===== src/verilog/lcdd_pkg.sv =====
// Constants shared by the segment LCD driver and its cell memory.
// Assumes a 32-bit APB slave on pclk and a slow sub-oscillator pin.
package lcdd_pkg;

  // ==========================================================================
  // Geometry
  localparam int unsigned SEG_COUNT = 32;
  localparam int unsigned COM_COUNT = 4;
  localparam int unsigned CELL_W    = 4;
  localparam int unsigned PTR_W     = 5;

  // ==========================================================================
  // Register map (byte addresses)
  localparam logic [11:0] OFS_CONTROL = 12'h000;
  localparam logic [11:0] OFS_POINTER = 12'h004;
  localparam logic [11:0] OFS_CELL    = 12'h008;
  localparam logic [11:0] OFS_BOOSTER = 12'h00c;

  // Control fields
  localparam int unsigned CTL_BIAS    = 7;
  localparam int unsigned CTL_DUTY_HI = 6;
  localparam int unsigned CTL_DUTY_LO = 5;
  localparam int unsigned CTL_ENABLE  = 4;
  localparam int unsigned CTL_WAVE    = 2;
  localparam int unsigned CTL_RATE_HI = 1;
  localparam int unsigned CTL_RATE_LO = 0;
  // Booster fields
  localparam int unsigned BST_RATE_HI = 2;
  localparam int unsigned BST_RATE_LO = 1;

  localparam logic [7:0] CONTROL_RST  = 8'h00;
  localparam logic [7:0] POINTER_RST  = 8'h00;
  localparam logic [7:0] BOOSTER_RST  = 8'h00;
  localparam logic [7:0] CONTROL_MASK = 8'hf7;
  localparam logic [7:0] POINTER_MASK = 8'h1f;
  localparam logic [7:0] CELL_MASK    = 8'h0f;
  localparam logic [7:0] BOOSTER_MASK = 8'h06;

  // ==========================================================================
  // Drive level codes on each com/seg output
  localparam logic [1:0] LVL_GND  = 2'h0;
  localparam logic [1:0] LVL_LOW  = 2'h1;
  localparam logic [1:0] LVL_HIGH = 2'h2;
  localparam logic [1:0] LVL_VDD  = 2'h3;

  // Duty codes and last common index per duty
  localparam logic [1:0] DUTY_HALF    = 2'h0;
  localparam logic [1:0] DUTY_THIRD   = 2'h1;
  localparam logic [1:0] LAST_COM_D2  = 2'h1;
  localparam logic [1:0] LAST_COM_D3  = 2'h2;
  localparam logic [1:0] LAST_COM_D4  = 2'h3;

  // Sub-clock ticks per common slot, by frame-rate code and duty
  localparam logic [8:0] SLOT_R0_D2 = 9'h100;
  localparam logic [8:0] SLOT_R0_D3 = 9'h0ac;
  localparam logic [8:0] SLOT_R0_D4 = 9'h080;
  localparam logic [8:0] SLOT_R1_D2 = 9'h118;
  localparam logic [8:0] SLOT_R1_D3 = 9'h0bc;
  localparam logic [8:0] SLOT_R1_D4 = 9'h08c;
  localparam logic [8:0] SLOT_R2_D2 = 9'h130;
  localparam logic [8:0] SLOT_R2_D3 = 9'h0cc;
  localparam logic [8:0] SLOT_R2_D4 = 9'h098;
  localparam logic [8:0] SLOT_R3_D2 = 9'h0e8;
  localparam logic [8:0] SLOT_R3_D3 = 9'h09c;
  localparam logic [8:0] SLOT_R3_D4 = 9'h074;

  // Booster: half period in sub-clock ticks for codes 01, 10, 11
  localparam logic [1:0] BST_DIV1      = 2'h0;
  localparam logic [3:0] BST_HALF_DIV4  = 4'h2;
  localparam logic [3:0] BST_HALF_DIV8  = 4'h4;
  localparam logic [3:0] BST_HALF_DIV16 = 4'h8;

  typedef enum logic [1:0] {
    LCDD_ST_OFF  = 2'b01,
    LCDD_ST_SCAN = 2'b10
  } lcdd_state_t;

endpackage : lcdd_pkg


===== src/verilog/lcdd_cell_ram.sv =====
// Display cell memory: 32 entries of 4 bits, one per segment line.
// Assumes one write port from the register bus; both reads are registered.
`timescale 1ns/1ps
`default_nettype none
module lcdd_cell_ram (
  // Clock and reset
  input  wire logic                            pclk,
  input  wire logic                            presetn,
  // Software port
  input  wire logic                            wr_en,
  input  wire logic [lcdd_pkg::PTR_W-1:0]      addr,
  input  wire logic [lcdd_pkg::CELL_W-1:0]     wr_data,
  output var  logic [lcdd_pkg::CELL_W-1:0]     rd_data,
  // Scan port: one bit per segment for the chosen common
  input  wire logic [1:0]                      col_sel,
  output var  logic [lcdd_pkg::SEG_COUNT-1:0]  col_bits
);

  logic [lcdd_pkg::SEG_COUNT-1:0][lcdd_pkg::CELL_W-1:0] cells_ff;
  logic [lcdd_pkg::SEG_COUNT-1:0][lcdd_pkg::CELL_W-1:0] nxt_cells;
  logic [lcdd_pkg::SEG_COUNT-1:0]                       nxt_col;

  always_comb begin
    nxt_cells = cells_ff;
    if (wr_en) begin
      nxt_cells[addr] = wr_data;
    end
    for (int j = 0; j < lcdd_pkg::SEG_COUNT; j++) begin
      nxt_col[j] = cells_ff[j][col_sel];
    end
  end

  always_ff @(posedge pclk or negedge presetn) begin
    if (!presetn) begin
      cells_ff <= '0;
      rd_data  <= '0;
      col_bits <= '0;
    end else begin
      cells_ff <= nxt_cells;
      rd_data  <= cells_ff[addr];
      col_bits <= nxt_col;
    end
  end

endmodule : lcdd_cell_ram
`default_nettype wire


===== src/verilog/lcdd_core.sv =====
// Segment LCD driver: APB registers, cell memory, frame timing, drive levels.
// Assumes sub_clk_pin is a free-running slow oscillator far below pclk.
//
// Overview of operation
// - The matrix is 32 segment lines by 4 common lines, 128 dots in all.
// - Display keeps running in normal, green and idle modes; no mode input stops it.
// - All frame timing counts edges of the sub-oscillator clock.
// - Control bit 7 picks half bias when 0 and third bias when 1.
// - Duty bits 6:5 pick half duty for 00, third for 01, quarter when bit 6 is 1.
// - Control bit 4 enables the display; when clear every output sits at ground.
// - Control bit 2 picks the A-type waveform when 0 and B-type when 1.
// - Rate codes 00 and 01 divide Fs by 256x2/172x3/128x4 and 280x2/188x3/140x4.
// - Rate codes 10 and 11 divide Fs by 304x2/204x3/152x4 and 232x2/156x3/116x4.
// - The pointer register holds a 5-bit segment index; its upper bits read zero.
// - The cell buffer carries four bits, bit n for common n; upper bits unused.
// - Booster bits 2:1 clock the charge pump at Fs divided by 1, 4, 8 or 16.
// - The booster rate is software adjustable to strengthen the middle levels.
`timescale 1ns/1ps
`default_nettype none
module lcdd_core (
  // Clock and reset
  input  wire logic         pclk,
  input  wire logic         presetn,
  // APB slave
  input  wire logic         psel,
  input  wire logic         penable,
  input  wire logic         pwrite,
  input  wire logic [11:0]  paddr,
  input  wire logic [31:0]  pwdata,
  output var  logic [31:0]  prdata,
  output var  logic         pready,
  output var  logic         pslverr,
  // Sub-oscillator pin
  input  wire logic         sub_clk_pin,
  // Glass drive, two bits per line
  output var  logic [7:0]   com_level,
  output var  logic [63:0]  seg_level,
  output var  logic         booster_clk
);

  // ==========================================================================
  // Helpers
  function automatic logic [8:0] slot_len(input logic [1:0] rate, input logic [1:0] duty);
    logic [8:0] d2, d3, d4;
    case (rate)
      2'h0: begin d2 = lcdd_pkg::SLOT_R0_D2; d3 = lcdd_pkg::SLOT_R0_D3; d4 = lcdd_pkg::SLOT_R0_D4; end
      2'h1: begin d2 = lcdd_pkg::SLOT_R1_D2; d3 = lcdd_pkg::SLOT_R1_D3; d4 = lcdd_pkg::SLOT_R1_D4; end
      2'h2: begin d2 = lcdd_pkg::SLOT_R2_D2; d3 = lcdd_pkg::SLOT_R2_D3; d4 = lcdd_pkg::SLOT_R2_D4; end
      default: begin d2 = lcdd_pkg::SLOT_R3_D2; d3 = lcdd_pkg::SLOT_R3_D3; d4 = lcdd_pkg::SLOT_R3_D4; end
    endcase
    if (duty[1]) begin
      return d4;
    end else if (duty == lcdd_pkg::DUTY_THIRD) begin
      return d3;
    end
    return d2;
  endfunction : slot_len

  function automatic logic [1:0] last_com(input logic [1:0] duty);
    if (duty[1]) begin
      return lcdd_pkg::LAST_COM_D4;
    end else if (duty == lcdd_pkg::DUTY_THIRD) begin
      return lcdd_pkg::LAST_COM_D3;
    end
    return lcdd_pkg::LAST_COM_D2;
  endfunction : last_com

  function automatic logic [3:0] boost_half(input logic [1:0] code);
    case (code)
      2'h1:    return lcdd_pkg::BST_HALF_DIV4;
      2'h2:    return lcdd_pkg::BST_HALF_DIV8;
      default: return lcdd_pkg::BST_HALF_DIV16;
    endcase
  endfunction : boost_half

  // ==========================================================================
  // Register bus
  logic [7:0]  control_ff, pointer_ff, booster_ff;
  logic [7:0]  nxt_control, nxt_pointer, nxt_booster;
  logic [31:0] nxt_prdata;
  logic        nxt_pready, nxt_pslverr;
  logic        cell_wr;
  logic [3:0]  cell_rd;
  logic [31:0] col_bits;
  logic        access, commit, hit;

  always_comb begin
    access      = psel && penable;
    commit      = access && pready;
    hit         = (paddr == lcdd_pkg::OFS_CONTROL) || (paddr == lcdd_pkg::OFS_POINTER) ||
                  (paddr == lcdd_pkg::OFS_CELL) || (paddr == lcdd_pkg::OFS_BOOSTER);
    nxt_control = control_ff;
    nxt_pointer = pointer_ff;
    nxt_booster = booster_ff;
    nxt_prdata  = prdata;
    nxt_pready  = 1'b0;
    nxt_pslverr = 1'b0;
    cell_wr     = 1'b0;
    // One wait state lets the registered memory read settle
    if (access && !pready) begin
      nxt_pready  = 1'b1;
      nxt_pslverr = !hit;
      nxt_prdata  = '0;
      case (paddr)
        lcdd_pkg::OFS_CONTROL: nxt_prdata[7:0] = control_ff;
        lcdd_pkg::OFS_POINTER: nxt_prdata[7:0] = pointer_ff;
        lcdd_pkg::OFS_CELL:    nxt_prdata[3:0] = cell_rd;
        lcdd_pkg::OFS_BOOSTER: nxt_prdata[7:0] = booster_ff;
        default:               nxt_prdata      = '0;
      endcase
    end
    if (commit && pwrite) begin
      case (paddr)
        lcdd_pkg::OFS_CONTROL: nxt_control = pwdata[7:0] & lcdd_pkg::CONTROL_MASK;
        lcdd_pkg::OFS_POINTER: nxt_pointer = pwdata[7:0] & lcdd_pkg::POINTER_MASK;
        lcdd_pkg::OFS_CELL:    cell_wr     = 1'b1;
        lcdd_pkg::OFS_BOOSTER: nxt_booster = pwdata[7:0] & lcdd_pkg::BOOSTER_MASK;
        default:               cell_wr     = 1'b0;
      endcase
    end
  end

  always_ff @(posedge pclk or negedge presetn) begin
    if (!presetn) begin
      control_ff <= lcdd_pkg::CONTROL_RST;
      pointer_ff <= lcdd_pkg::POINTER_RST;
      booster_ff <= lcdd_pkg::BOOSTER_RST;
      prdata     <= '0;
      pready     <= 1'b0;
      pslverr    <= 1'b0;
    end else begin
      control_ff <= nxt_control;
      pointer_ff <= nxt_pointer;
      booster_ff <= nxt_booster;
      prdata     <= nxt_prdata;
      pready     <= nxt_pready;
      pslverr    <= nxt_pslverr;
    end
  end

  // ==========================================================================
  // Cell memory
  logic [1:0] com_idx_ff;

  lcdd_cell_ram u_cells (
    .pclk     (pclk),
    .presetn  (presetn),
    .wr_en    (cell_wr),
    .addr     (pointer_ff[lcdd_pkg::PTR_W-1:0]),
    .wr_data  (pwdata[lcdd_pkg::CELL_W-1:0]),
    .rd_data  (cell_rd),
    .col_sel  (com_idx_ff),
    .col_bits (col_bits)
  );

  // ==========================================================================
  // Sub-oscillator synchroniser and tick
  logic sub_meta_ff, sub_sync_ff, sub_prev_ff;
  logic fs_tick;

  // sample the slow clock, one tick per rising edge
  always_ff @(posedge pclk or negedge presetn) begin
    if (!presetn) begin
      sub_meta_ff <= 1'b0;
      sub_sync_ff <= 1'b0;
      sub_prev_ff <= 1'b0;
    end else begin
      sub_meta_ff <= sub_clk_pin;
      sub_sync_ff <= sub_meta_ff;
      sub_prev_ff <= sub_sync_ff;
    end
  end
  assign fs_tick = sub_sync_ff && !sub_prev_ff;

  // ==========================================================================
  // Frame timing
  lcdd_pkg::lcdd_state_t state_ff;
  lcdd_pkg::lcdd_state_t nxt_state;
  logic [8:0] tick_cnt_ff, nxt_tick_cnt, slot;
  logic [1:0] nxt_com_idx, duty;
  logic       frame_pol_ff, nxt_frame_pol, enabled;

  always_comb begin
    duty          = {control_ff[lcdd_pkg::CTL_DUTY_HI], control_ff[lcdd_pkg::CTL_DUTY_LO]};
    slot          = slot_len({control_ff[lcdd_pkg::CTL_RATE_HI],
                              control_ff[lcdd_pkg::CTL_RATE_LO]}, duty);
    enabled       = control_ff[lcdd_pkg::CTL_ENABLE];
    nxt_state     = state_ff;
    nxt_tick_cnt  = tick_cnt_ff;
    nxt_com_idx   = com_idx_ff;
    nxt_frame_pol = frame_pol_ff;
    case (state_ff)
      lcdd_pkg::LCDD_ST_OFF: begin
        nxt_tick_cnt  = '0;
        nxt_com_idx   = '0;
        nxt_frame_pol = 1'b0;
        if (enabled) begin
          nxt_state = lcdd_pkg::LCDD_ST_SCAN;
        end
      end
      lcdd_pkg::LCDD_ST_SCAN: begin
        if (!enabled) begin
          nxt_state = lcdd_pkg::LCDD_ST_OFF;
        end else if (fs_tick) begin
          // step commons, wrap at frame end
          if (tick_cnt_ff >= slot - 9'h001) begin
            nxt_tick_cnt = '0;
            if (com_idx_ff >= last_com(duty)) begin
              nxt_com_idx   = '0;
              nxt_frame_pol = !frame_pol_ff;
            end else begin
              nxt_com_idx = com_idx_ff + 2'h1;
            end
          end else begin
            nxt_tick_cnt = tick_cnt_ff + 9'h001;
          end
        end
      end
      default: nxt_state = lcdd_pkg::LCDD_ST_OFF;
    endcase
  end

  always_ff @(posedge pclk or negedge presetn) begin
    if (!presetn) begin
      state_ff     <= lcdd_pkg::LCDD_ST_OFF;
      tick_cnt_ff  <= '0;
      com_idx_ff   <= '0;
      frame_pol_ff <= 1'b0;
    end else begin
      state_ff     <= nxt_state;
      tick_cnt_ff  <= nxt_tick_cnt;
      com_idx_ff   <= nxt_com_idx;
      frame_pol_ff <= nxt_frame_pol;
    end
  end

  // ==========================================================================
  // Drive levels
  logic [7:0]  nxt_com_level;
  logic [63:0] nxt_seg_level;
  logic        pol, third;

  always_comb begin
    // A flips inside each slot, B flips once per frame
    pol   = control_ff[lcdd_pkg::CTL_WAVE] ? frame_pol_ff
                                           : (tick_cnt_ff >= {1'b0, slot[8:1]});
    third = control_ff[lcdd_pkg::CTL_BIAS];
    nxt_com_level = '0;
    nxt_seg_level = '0;
    if (state_ff == lcdd_pkg::LCDD_ST_SCAN && enabled) begin
      // unused commons stay at the unselected level
      for (int i = 0; i < lcdd_pkg::COM_COUNT; i++) begin
        if (2'(i) == com_idx_ff) begin
          nxt_com_level[2*i +: 2] = pol ? lcdd_pkg::LVL_VDD : lcdd_pkg::LVL_GND;
        end else if (third) begin
          nxt_com_level[2*i +: 2] = pol ? lcdd_pkg::LVL_LOW : lcdd_pkg::LVL_HIGH;
        end else begin
          nxt_com_level[2*i +: 2] = lcdd_pkg::LVL_LOW;
        end
      end
      // on cells take the opposite rail
      for (int j = 0; j < lcdd_pkg::SEG_COUNT; j++) begin
        if (col_bits[j]) begin
          nxt_seg_level[2*j +: 2] = pol ? lcdd_pkg::LVL_GND : lcdd_pkg::LVL_VDD;
        end else if (third) begin
          nxt_seg_level[2*j +: 2] = pol ? lcdd_pkg::LVL_HIGH : lcdd_pkg::LVL_LOW;
        end else begin
          nxt_seg_level[2*j +: 2] = pol ? lcdd_pkg::LVL_VDD : lcdd_pkg::LVL_GND;
        end
      end
    end
  end

  always_ff @(posedge pclk or negedge presetn) begin
    if (!presetn) begin
      com_level <= '0;
      seg_level <= '0;
    end else begin
      com_level <= nxt_com_level;
      seg_level <= nxt_seg_level;
    end
  end

  // ==========================================================================
  // Charge-pump booster clock
  logic [3:0] bst_cnt_ff;
  logic [3:0] nxt_bst_cnt;
  logic       nxt_booster_clk;
  logic [1:0] bst_code;

  always_comb begin
    bst_code        = {booster_ff[lcdd_pkg::BST_RATE_HI], booster_ff[lcdd_pkg::BST_RATE_LO]};
    nxt_bst_cnt     = bst_cnt_ff;
    nxt_booster_clk = booster_clk;
    // Pump only while the glass is driven, saves the supply otherwise
    if (!enabled) begin
      nxt_bst_cnt     = '0;
      nxt_booster_clk = 1'b0;
    end else if (bst_code == lcdd_pkg::BST_DIV1) begin
      // full rate follows the synchronised clock
      nxt_bst_cnt     = '0;
      nxt_booster_clk = sub_sync_ff;
    end else if (fs_tick) begin
      if (bst_cnt_ff >= boost_half(bst_code) - 4'h1) begin
        nxt_bst_cnt     = '0;
        nxt_booster_clk = !booster_clk;
      end else begin
        nxt_bst_cnt = bst_cnt_ff + 4'h1;
      end
    end
  end

  always_ff @(posedge pclk or negedge presetn) begin
    if (!presetn) begin
      bst_cnt_ff  <= '0;
      booster_clk <= 1'b0;
    end else begin
      bst_cnt_ff  <= nxt_bst_cnt;
      booster_clk <= nxt_booster_clk;
    end
  end

endmodule : lcdd_core
`default_nettype wire


===== config.mk =====
export PLATFORM = sky130hd
export DESIGN_NAME = lcdd_core
export DESIGN_NICKNAME = d
export VERILOG_FILES = /design/src/verilog/lcdd_pkg.sv /design/src/verilog/lcdd_cell_ram.sv /design/src/verilog/lcdd_core.sv
export SDC_FILE = /design/constraint.sdc
export NUM_CORES = 1
export LEC_CHECK = 0
export BUFFER_PORTS_ARGS = -buffer_cell sky130_fd_sc_hd__buf_2
export CAP_MARGIN = 25
export CORE_UTILIZATION = 35
export CTS_BUF_LIST = sky130_fd_sc_hd__clkbuf_4 sky130_fd_sc_hd__clkbuf_8
export CTS_CLUSTER_SIZE = 24
export DETAILED_ROUTE_END_ITERATION = 12
export PLACE_DENSITY = 0.64
export SLEW_MARGIN = 10
export SYNTH_ARGS = -nofsm -noshare
export SYNTH_HDL_FRONTEND = slang
export SYNTH_SLANG_ARGS = --single-unit

===== constraint.sdc =====
create_clock -name pclk -period 9.8 [get_ports pclk]
set_input_delay 0.98 -clock pclk [delete_from_list [all_inputs] [get_ports pclk]]
set_output_delay 0.98 -clock pclk [all_outputs]
set_load 0.02 [all_outputs]

### Word level (Yosys, flattened, before mapping)

Index checks and enable logic that the tools add are counted.

| storage, ports and cells | value |
|---|---|
| input port bits | 50 |
| logic and storage cells | 280 |
| output and inout port bits | 107 |
| flip-flop bits (word level) | 282 |

| cells by class | value |
|---|---|
| magnitude comparators | 7 |
| equal/unequal tests | 21 |
| multiplexer cells | 168 |
| reduce and logical (&&, ||, !) cells | 28 |
| add/subtract/negate cells | 5 |

Operator list:

| operator | number |
|---|---|
| 128-bit bitwise mux | 1 |
| 2-bit 2-to-1 mux | 55 |
| 1-bit binary-select mux with 2-bit select | 32 |
| 64-bit 2-to-1 mux | 1 |
| 9-bit 2-to-1 mux | 6 |
| 1-bit 2-to-1 mux | 51 |
| 4-bit 2-to-1 mux | 9 |
| 9-bit one-hot mux with 3 select lines | 1 |
| 12-bit by 4-bit == test with 1-bit output, second input constant | 2 |
| 8-bit one-hot mux with 3 select lines | 1 |
| 7-bit one-hot mux with 3 select lines | 1 |
| 4-bit binary-select mux with 5-bit select | 1 |
| 4-bit demux with 5-bit select | 1 |
| 9-bit one-hot mux with 2 select lines | 1 |
| 4-bit one-hot mux with 2 select lines | 2 |
| 4-bit one-hot mux with 4 select lines | 1 |
| 12-bit by 3-bit == test with 1-bit output, second input constant | 1 |
| 12-bit logical NOT | 1 |
| 2-bit inequality test, second input constant | 6 |
| 2-bit AND reduction | 5 |
| 9-bit by 1-bit adder with 9-bit output, second input constant | 1 |
| 9-bit by 8-bit greater-or-equal comparator with 1-bit output | 1 |
| 9-bit greater-or-equal comparator | 1 |
| 9-bit by 1-bit subtractor with 9-bit output, second input constant | 1 |
| 24 further kinds | 46 |

### Logic depth before layout (Yosys ltp)

Gate-level depths: netlist of run 1.

| depth | value |
|---|---|
| word-level depth | 22 |
| depth in mapped cells | 18 |
| mapped depth without buffers | 15 |

### Modules after synthesis

From an unflattened synthesis of run 1, not the netlist that was laid out.

| unflattened totals | value |
|---|---|
| cells, all modules | 1124 |
| area, all modules | 13920.9 um2 |

Modules (own cells, without submodules):

| module | area an instance (um2) | seq. area each (um2) | times used | cells an instance |
|---|---|---|---|---|
| lcdd_cell_ram | 7883.8 | 4103.9 | 1 | 533 |
| lcdd_core | 6037.0 | 2954.1 | 1 | 591 |

### Worst setup path after synthesis of run 1

Ideal clock, no wire load.

| timing path | value |
|---|---|
| kind | register -> register |
| start point | register control_ff[0] |
| end point | register seg_level[10] |
| library setup time | 0.078 ns |
| required time | 9.722 ns |
| data arrival time | 3.445 ns |
| path buffers | 3 |
| clock period less this slack | 3.523 ns |
| cell stages (with the launch flop) | 19 |
| path slack | 6.277 ns |
| path through | dfrtp_1 -> inv_1 -> ha_1 -> mux2i_1 -> nor2_1 -> a21oi_1 -> ha_1 -> a21oi_1 -> nor2b_1 -> o311ai_0 -> clkbuf_1 -> nand2_1 -> clkbuf_1 -> inv_1 -> ha_1 -> inv_1 -> clkbuf_1 -> o21ai_0 -> a21oi_1 |

| between the ends | value |
|---|---|
| longest elaborated chain between the ends | 11 |
| elaborated cells between the ends (all ways) | 17 |
| classes of those cells | order compare (1); eq/ne (2); mux (13); reduce/logical (1) |

Ends and longest elaborated chain:

| what | RTL line | source |
|---|---|---|
| from (decl) | lcdd_core.sv:78 | `logic [7:0] control_ff, pointer_ff, booster_ff;` |
| from (signal assigned) | lcdd_core.sv:125 | `control_ff <= lcdd_pkg::CONTROL_RST;` |
| from (signal assigned) | lcdd_core.sv:132 | `control_ff <= nxt_control;` |
| 2-bit == test (tied with other cells) | lcdd_core.sv:45 | `case (rate)` |
| 7-bit one-hot mux with 3 select lines | lcdd_core.sv:45 |  |
| 9-bit 2-to-1 mux | lcdd_core.sv:53 | `end else if (duty == lcdd_pkg::DUTY_THIRD) begin` |
| 9-bit 2-to-1 mux | lcdd_core.sv:51 | `if (duty[1]) begin` |
| 9-bit 2-to-1 mux * | lcdd_core.sv:56 | `return d2;` |
| 9-bit by 8-bit greater-or-equal comparator with 1-bit output * | lcdd_core.sv:246 | `: (tick_cnt_ff >= {1'b0, slot[8:1]});` |
| 1-bit 2-to-1 mux * | lcdd_core.sv:245 | `pol = control_ff[lcdd_pkg::CTL_WAVE] ? frame_pol_ff` |
| 2-bit 2-to-1 mux, on equally long branches | lcdd_core.sv:268, lcdd_core.sv:266 |  |
| 2-bit 2-to-1 mux | lcdd_core.sv:265 | `end else if (third) begin` |
| 2-bit 2-to-1 mux * | lcdd_core.sv:263 | `if (col_bits[j]) begin` |
| 64-bit 2-to-1 mux * | lcdd_core.sv:250 | `if (state_ff == lcdd_pkg::LCDD_ST_SCAN && enabled) begin` |
| named net nxt_seg_level[10] | lcdd_core.sv:240 | `logic [63:0] nxt_seg_level;` |
| to (signal assigned) | lcdd_core.sv:280 | `seg_level <= nxt_seg_level;` |
| to (decl) | lcdd_core.sv:37 | `output var logic [63:0] seg_level,` |

Mark *: on every way through the listed nets, which the timed path passes. The rest lies on a longest branch. The select of a mux whose other input is x is not followed.
A chain may end at the register's enable or synchronous reset.

### Final worst setup path of run 1

| timing path | value |
|---|---|
| start point | register control_ff[0] |
| end point | register seg_level[6] |

The elaborated chain is that of the path after synthesis.

==> impl_metrics.json, run 1 <==
{
  "dr.pass1.iters": 5,
  "slowest_stage": "inv_1",
  "clock-sinks": 282,
  "finalHoldViolations": 0,
  "relSlewSlack": 0.370,
  "seq_area_frac_synth": 0.520,
  "r2r_slack_ns": 4.78,
  "ys_seq_elements": 282,
  "wl_met2_um": 15200,
  "cts_hold_buf": 0,
  "postCtsSetupRepairBufs": 0,
  "synth.area.top_cells": "dfrtp_1 52%, mux2_2 11%, mux4_2 11%, a21oi_1 3.1%, ha_1 3.0%",
  "clk_pin_slew_ns": 0.06,
  "p_total_w": 0.00233,
  "synthCells": 1059,
  "top_layer": "met5",
  "hold_path.startpoint": "sub_meta_ff",
  "synthMostInstantiatedCell": "dfrtp_1",
  "yosysTopAreaCellShare": 0.518,
  "cts-root-buf": "clkbuf_8",
  "layout-drive-gt1-share": 0.361,
  "cts-resized-gates": 0,
  "timing.rr.start": "control_ff[0]",
  "clockBufferDepth": 3,
  "stdcell_count": 1708,
  "setup_viol": 0,
  "grt_pass1_vias": 9134,
  "dr_wl_met3_um": 1730,
  "n_antenna_cell": 0,
  "synth.largest_area_cell": "dfrtp_1",
  "core_area_mm2": 0.0379,
  "rows": 71,
  "cts_tree": "yes",
  "synth_area_per_cell_um2": 12.8,
  "yosysWarnings": 0,
  "synthTopCellsByCount": "281 x dfrtp_1, 136 x mux2_2, 83 x a21oi_1",
  "static-leakage-power_nw": 7.40,
  "fin_crit_sh": 0.513,
  "die_h_um": 199,
  "tightest_slew_ns": 0.944,
  "fin_ws_ns": 4.78,
  "max-cap-violations": 0,
  "io_pins": 157,
  "cp_top_family": "buffers and inverters",
  "insertion_delay_ns": 0.58,
  "period_needed_ns": 5.02,
  "r2r-end": "seg_level[6]",
  "cp_num_buf_inv": 3,
  "crit_required_ns": 10.28,
  "detail-route-antenna-nets": 0,
  "cpPeakStageDelay_ns": 0.67,
  "worstPathCellList": "ha_1 > or3_1 > nand2_1 > ha_1 > a21o_1 > a2111oi_0 > or2_2 > buf_4 > nand2_1 > inv_1 > ha_1 > inv_1 > o21ai_0 > a21oi_1",
  "grt.total_usage": 0.164,
  "cts_made_buffers": 46,
  "io_buffers": 108,
  "holdPathStages": 0,
  "start_kind": "flop",
  "syn_to_final_growth_pct": 14.7,
  "gp_congestion": 0.810,
  "wirelength_um": 31400,
  "grt_pass1_wl_um": 50600,
  "antenna_found_initial": 3,
  "die_area_mm2": 0.0396,
  "async_flop_share": 1.00,
  "tns_ns": 0,
  "die_w_um": 199,
  "overflow": 0,
  "hold_end": "sub_sync_ff",
  "grt_max_degree": 162,
  "cp-end-kind": "flop",
  "power.density_mw_per_mm2": 150,
  "drc_errors": 0,
  "synth_edf_count": 0,
  "fin_skew_ns": 0.0165,
  "synth_ff_type": "dfrtp_1",
  "vias": 8930,
  "critPathKind": "reg -> reg",
  "place_ws_ns": 4.79,
  "start_util": 0.358,
  "rr_worst_depth": 14,
  "first_iter_violations": 632,
  "peakVddDrop_mv": 0.0778,
  "critPathLaunch": "control_ff[0]",
  "grt_setup_unrepaired": "false",
  "fin_util": 0.411,
  "htree_levels": 2,
  "status": "complete, no violations",
  "crit_arrival_ns": 5.50,
  "cpMostUsedCell": "ha_1",
  "dp.cells": 1621,
  "fmax_mhz": 199,
  "fin_nets": 1242,
  "drt-met1-wl_um": 13800,
  "synth_area_mm2": 0.0136,
  "wire_per_inst_um": 18.4,
  "synthDistinctLibCells": 57,
  "hp-class": "reg -> reg",
  "dp_hpwl_um": 20600,
  "cp_max_fo": 65,
  "routed_via_density": 5.23,
  "slew_viol_final": 0
}
worst max path at each step:
stage / end / slack, ns / cells past startpoint
floorplan: seg_level[10] / 6.28 / 18
global placement: seg_level[28] / 4.37 / 14
detailed placement: seg_level[30] / 4.79 / 14
CTS: seg_level[30] / 4.78 / 14
global route: seg_level[46] / 4.24 / 14
finish: seg_level[6] / 4.78 / 14
state kept, by name, summed over array words and instances, names as in the netlist, 2 cells and up:
register and flops:
seg_level 64, u_cells.col_bits 32, control_ff 7, u_cells.rd_data 4
bst_cnt_ff 4, pointer_ff 5, prdata 8, u_cells.cells_ff 128
state_ff 2, tick_cnt_ff 9, booster_ff 2, com_idx_ff 2
com_level 8
metal layers:
metal  vias up  GRT usage
met1      4534      0.219
li1       4088          -
met5         -    0.00766
met4         4     0.0490
met2       244      0.264
met3        60     0.0363
layout make-up:
cell class	instances	area, um2
Timing Repair Buffer	118	666
Sequential cell	282	7060
Clock inverter	18	158
Fill cell	3523	22400
Multi-Input combinational cell	694	6120
Clock buffer	68	867
Inverter	17	63.8
Tap cell	511	639
cells by family (layout without fill, tap and decap cells):
| group | after synthesis | after routing | synth area share |
|---|---|---|---|
| xor+xnor | 4 | 4 | 0.00258 |
| other cells | 1 | 24 | 0.000276 |
| simple gates | 207 | 207 | 0.0853 |
| compound gates | 213 | 213 | 0.0944 |
| buf+inv | 106 | 221 | 0.0364 |
| fa+ha+maj | 33 | 33 | 0.0304 |
| mux | 213 | 213 | 0.231 |
| flops | 282 | 282 | 0.520 |
per-stage QoR:
stage	hold slack, ns	instance area (um2)
2_1_floorplan	0.331	13700
3_3_place_gp	0.338	14500
3_5_place_dp	0.339	14500
4_1_cts	0.353	15600
5_1_grt	0.380	15600
6_report	0.350	15600
report_power, final:
part	total (W)	switching (W)	leakage, nW	internal, W
Combinational	0.0000576	0.0000494	2.95	0.00000823
Sequential	0.00117	0.000000654	3.91	0.00117
Clock	0.00111	0.000479	0.537	0.000627
placed cells by master (no fill, tap or decap), drive strengths merged, types with 12 or more instances in the layout:
master and instances:
a21o 34, a21oi 83, a22oi 17, buf 118, clkbuf 68, conb 24, dfrtp 281, ha 33
inv 18, mux2 141, mux4 66, nand2 49, nand2b 12, nand3 45, nor2 34, nor3 13
o21ai 53
No activity file was read; power rests on OpenSTA's default activity.
==> run 2: changes to the inputs <==
--- a/config.mk
+++ b/config.mk
@@ -11,7 +11,7 @@
 export CTS_BUF_LIST = sky130_fd_sc_hd__clkbuf_4 sky130_fd_sc_hd__clkbuf_8
 export CTS_CLUSTER_SIZE = 24
 export DETAILED_ROUTE_END_ITERATION = 12
-export PLACE_DENSITY = 0.64
+export PLACE_DENSITY = 0.66
 export SLEW_MARGIN = 10
 export SYNTH_ARGS = -nofsm -noshare
 export SYNTH_HDL_FRONTEND = slang
==> constraint.sdc (replaced) <==
create_clock -name pclk -period 4.1 [get_ports pclk]
set_input_delay 0.41 -clock pclk [delete_from_list [all_inputs] [get_ports pclk]]
set_output_delay 0.41 -clock pclk [all_outputs]
set_load 0.02 [all_outputs]
==> run 2 against run 1 <==
Clock skew rose by 0.012 ns. Die area stayed put. Non-clock buffer count rose by 9. Wire length shrank 0.18%. Worst hold slack worse by 0.29 ns. Utilization increased by 0.25 points. Sequential cell count unchanged.
==> impl_metrics.json, run 2 (synthesis gave the netlist of run 1 again) <==
{
  "status": "complete, no violations",
  "crit_arrival_ns": 4.11,
  "period_needed_ns": 3.62,
  "final_cell_mix": "279 x dfrtp_1, 136 x mux2_2, 107 x buf_2",
  "wirelength_um": 31300,
  "cpPeakStageDelay_ns": 0.63,
  "cpMostUsedCell": "ha_1",
  "static-leakage-power_nw": 7.47,
  "grt_max_degree": 127,
  "cp_top_family": "compound AO/OA/AOI/OAI gates",
  "dr.pass1.iters": 4,
  "critPathKind": "reg -> reg",
  "wire_per_inst_um": 18.3,
  "fin_crit_sh": 0.884,
  "cts-resized-gates": 0,
  "core_area_mm2": 0.0379,
  "hp-class": "in -> reg",
  "cp_num_buf_inv": 3,
  "io_pins": 157,
  "insertion_delay_ns": 0.58,
  "grt.total_usage": 0.163,
  "die_area_mm2": 0.0396,
  "vias": 8882,
  "largest_reg_flops": 128,
  "cts_hold_buf": 2,
  "io_buffers": 108,
  "routed_via_density": 5.18,
  "cts_tree": "yes",
  "gp_congestion": 0.834,
  "finalHoldViolations": 0,
  "mostFrequentLayoutCell": "dfrtp_1",
  "first_iter_violations": 557,
  "detail-route-antenna-nets": 0,
  "die_h_um": 199,
  "fin_nets": 1250,
  "dp_hpwl_um": 20900,
  "slowest_stage": "a2111oi_0",
  "antenna_found_initial": 4,
  "overflow": 0,
  "power.density_mw_per_mm2": 367,
  "syn_to_final_growth_pct": 15.4,
  "worstPathCellList": "ha_1 > or3_1 > nand2_1 > ha_1 > a21o_1 > a2111oi_0 > or2_2 > nand2_1 > inv_1 > ha_1 > inv_1 > buf_4 > o21ai_0 > a21oi_1",
  "relSlewSlack": 0.378,
  "start_kind": "flop",
  "n_antenna_cell": 0,
  "clockBufferDepth": 3,
  "setup_viol": 0,
  "cts_made_buffers": 45,
  "tns_ns": 0,
  "start_util": 0.358,
  "drc_errors": 0,
  "grt_pass1_wl_um": 50300,
  "clock-sinks": 282,
  "regMostFlops": "u_cells.cells_ff",
  "cp_max_fo": 32,
  "max-cap-violations": 0,
  "slew_viol_final": 0,
  "cts-root-buf": "clkbuf_8",
  "fin_skew_ns": 0.0285,
  "fmax_mhz": 276,
  "postCtsSetupRepairBufs": 0,
  "grt_pass1_vias": 8971,
  "die_w_um": 199,
  "layout-drive-gt1-share": 0.362,
  "stdcell_count": 1714,
  "tightest_slew_ns": 0.931,
  "top_regs": "u_cells.cells_ff x128, seg_level x64, u_cells.col_bits x32",
  "clk_pin_slew_ns": 0.07,
  "cp-end-kind": "flop",
  "grt_setup_unrepaired": "false",
  "htree_levels": 2,
  "rows": 71,
  "peakVddDrop_mv": 0.225,
  "dp.cells": 1628,
  "crit_required_ns": 4.58
}
[run 2: cell types whose count changed in the layout (fill, tap and decap cells not counted), sizes merged, moves of 2 or more]
cell / delta
clkbuf: +3
dlygate4sd3: +2
clkinvlp: -3
bufinv: +3
clkinv: -6
buf: +6
[run 2: power by group]
group | leakage, nW | internal, W | switching [W]
logic | 2.99 | 0.0000221 | 0.000119
registers | 3.91 | 0.00279 | 0.00000168
clock network | 0.566 | 0.00168 | 0.00113
[run 2: cell type report]
class                   instances  area (um2)
clock buffers                  70         876
clock inverters                13         200
fillers                      3471       22300
inverters                      17        63.8
multi-input cells             694        6120
flip-flops and latches        282        7060
well taps                     511         639
repair buffers                127         708
[run 2: layer usage]
metal / track usage / up-vias / wire length (um)
li1: - / 4100 / -
met1: 0.216 / 4442 / 13800
met2: 0.257 / 266 / 14700
met3: 0.0407 / 66 / 1940
met4: 0.0587 / 8 / 831
met5: 0 / - / 59
[run 2: final timing paths]
kind / from / to / slack (ns) / cells after the start
max: control_ff[0] / seg_level[4] / 0.48 / 14
max in group asynchronous: presetn / u_cells.col_bits[16] / 2.54 / 3
min reg2reg: sub_meta_ff / sub_sync_ff / 0.36 / 0
min: pwdata[7] / control_ff[7] / 0.06 / 2
max reg2reg: control_ff[0] / seg_level[4] / 0.48 / 14
min in group asynchronous: presetn / booster_ff[1] / 0.42 / 2
[run 2: through the flow]
stage | setup WS [ns] | cell area (um2) | util | power [W] | hold slack [ns]
2_1_floorplan | 0.577 | 13700 | - | 0.00291 | 0.114
3_3_place_gp | 0.587 | 14600 | 0.384 | 0.00298 | 0.339
3_5_place_dp | 0.524 | 14600 | 0.384 | 0.00298 | 0.341
4_1_cts | 0.527 | 15700 | 0.413 | 0.00582 | 0.0330
5_1_grt | 0.237 | 15700 | 0.413 | 0.00596 | 0.0400
6_report | 0.477 | 15700 | 0.413 | 0.00574 | 0.0618
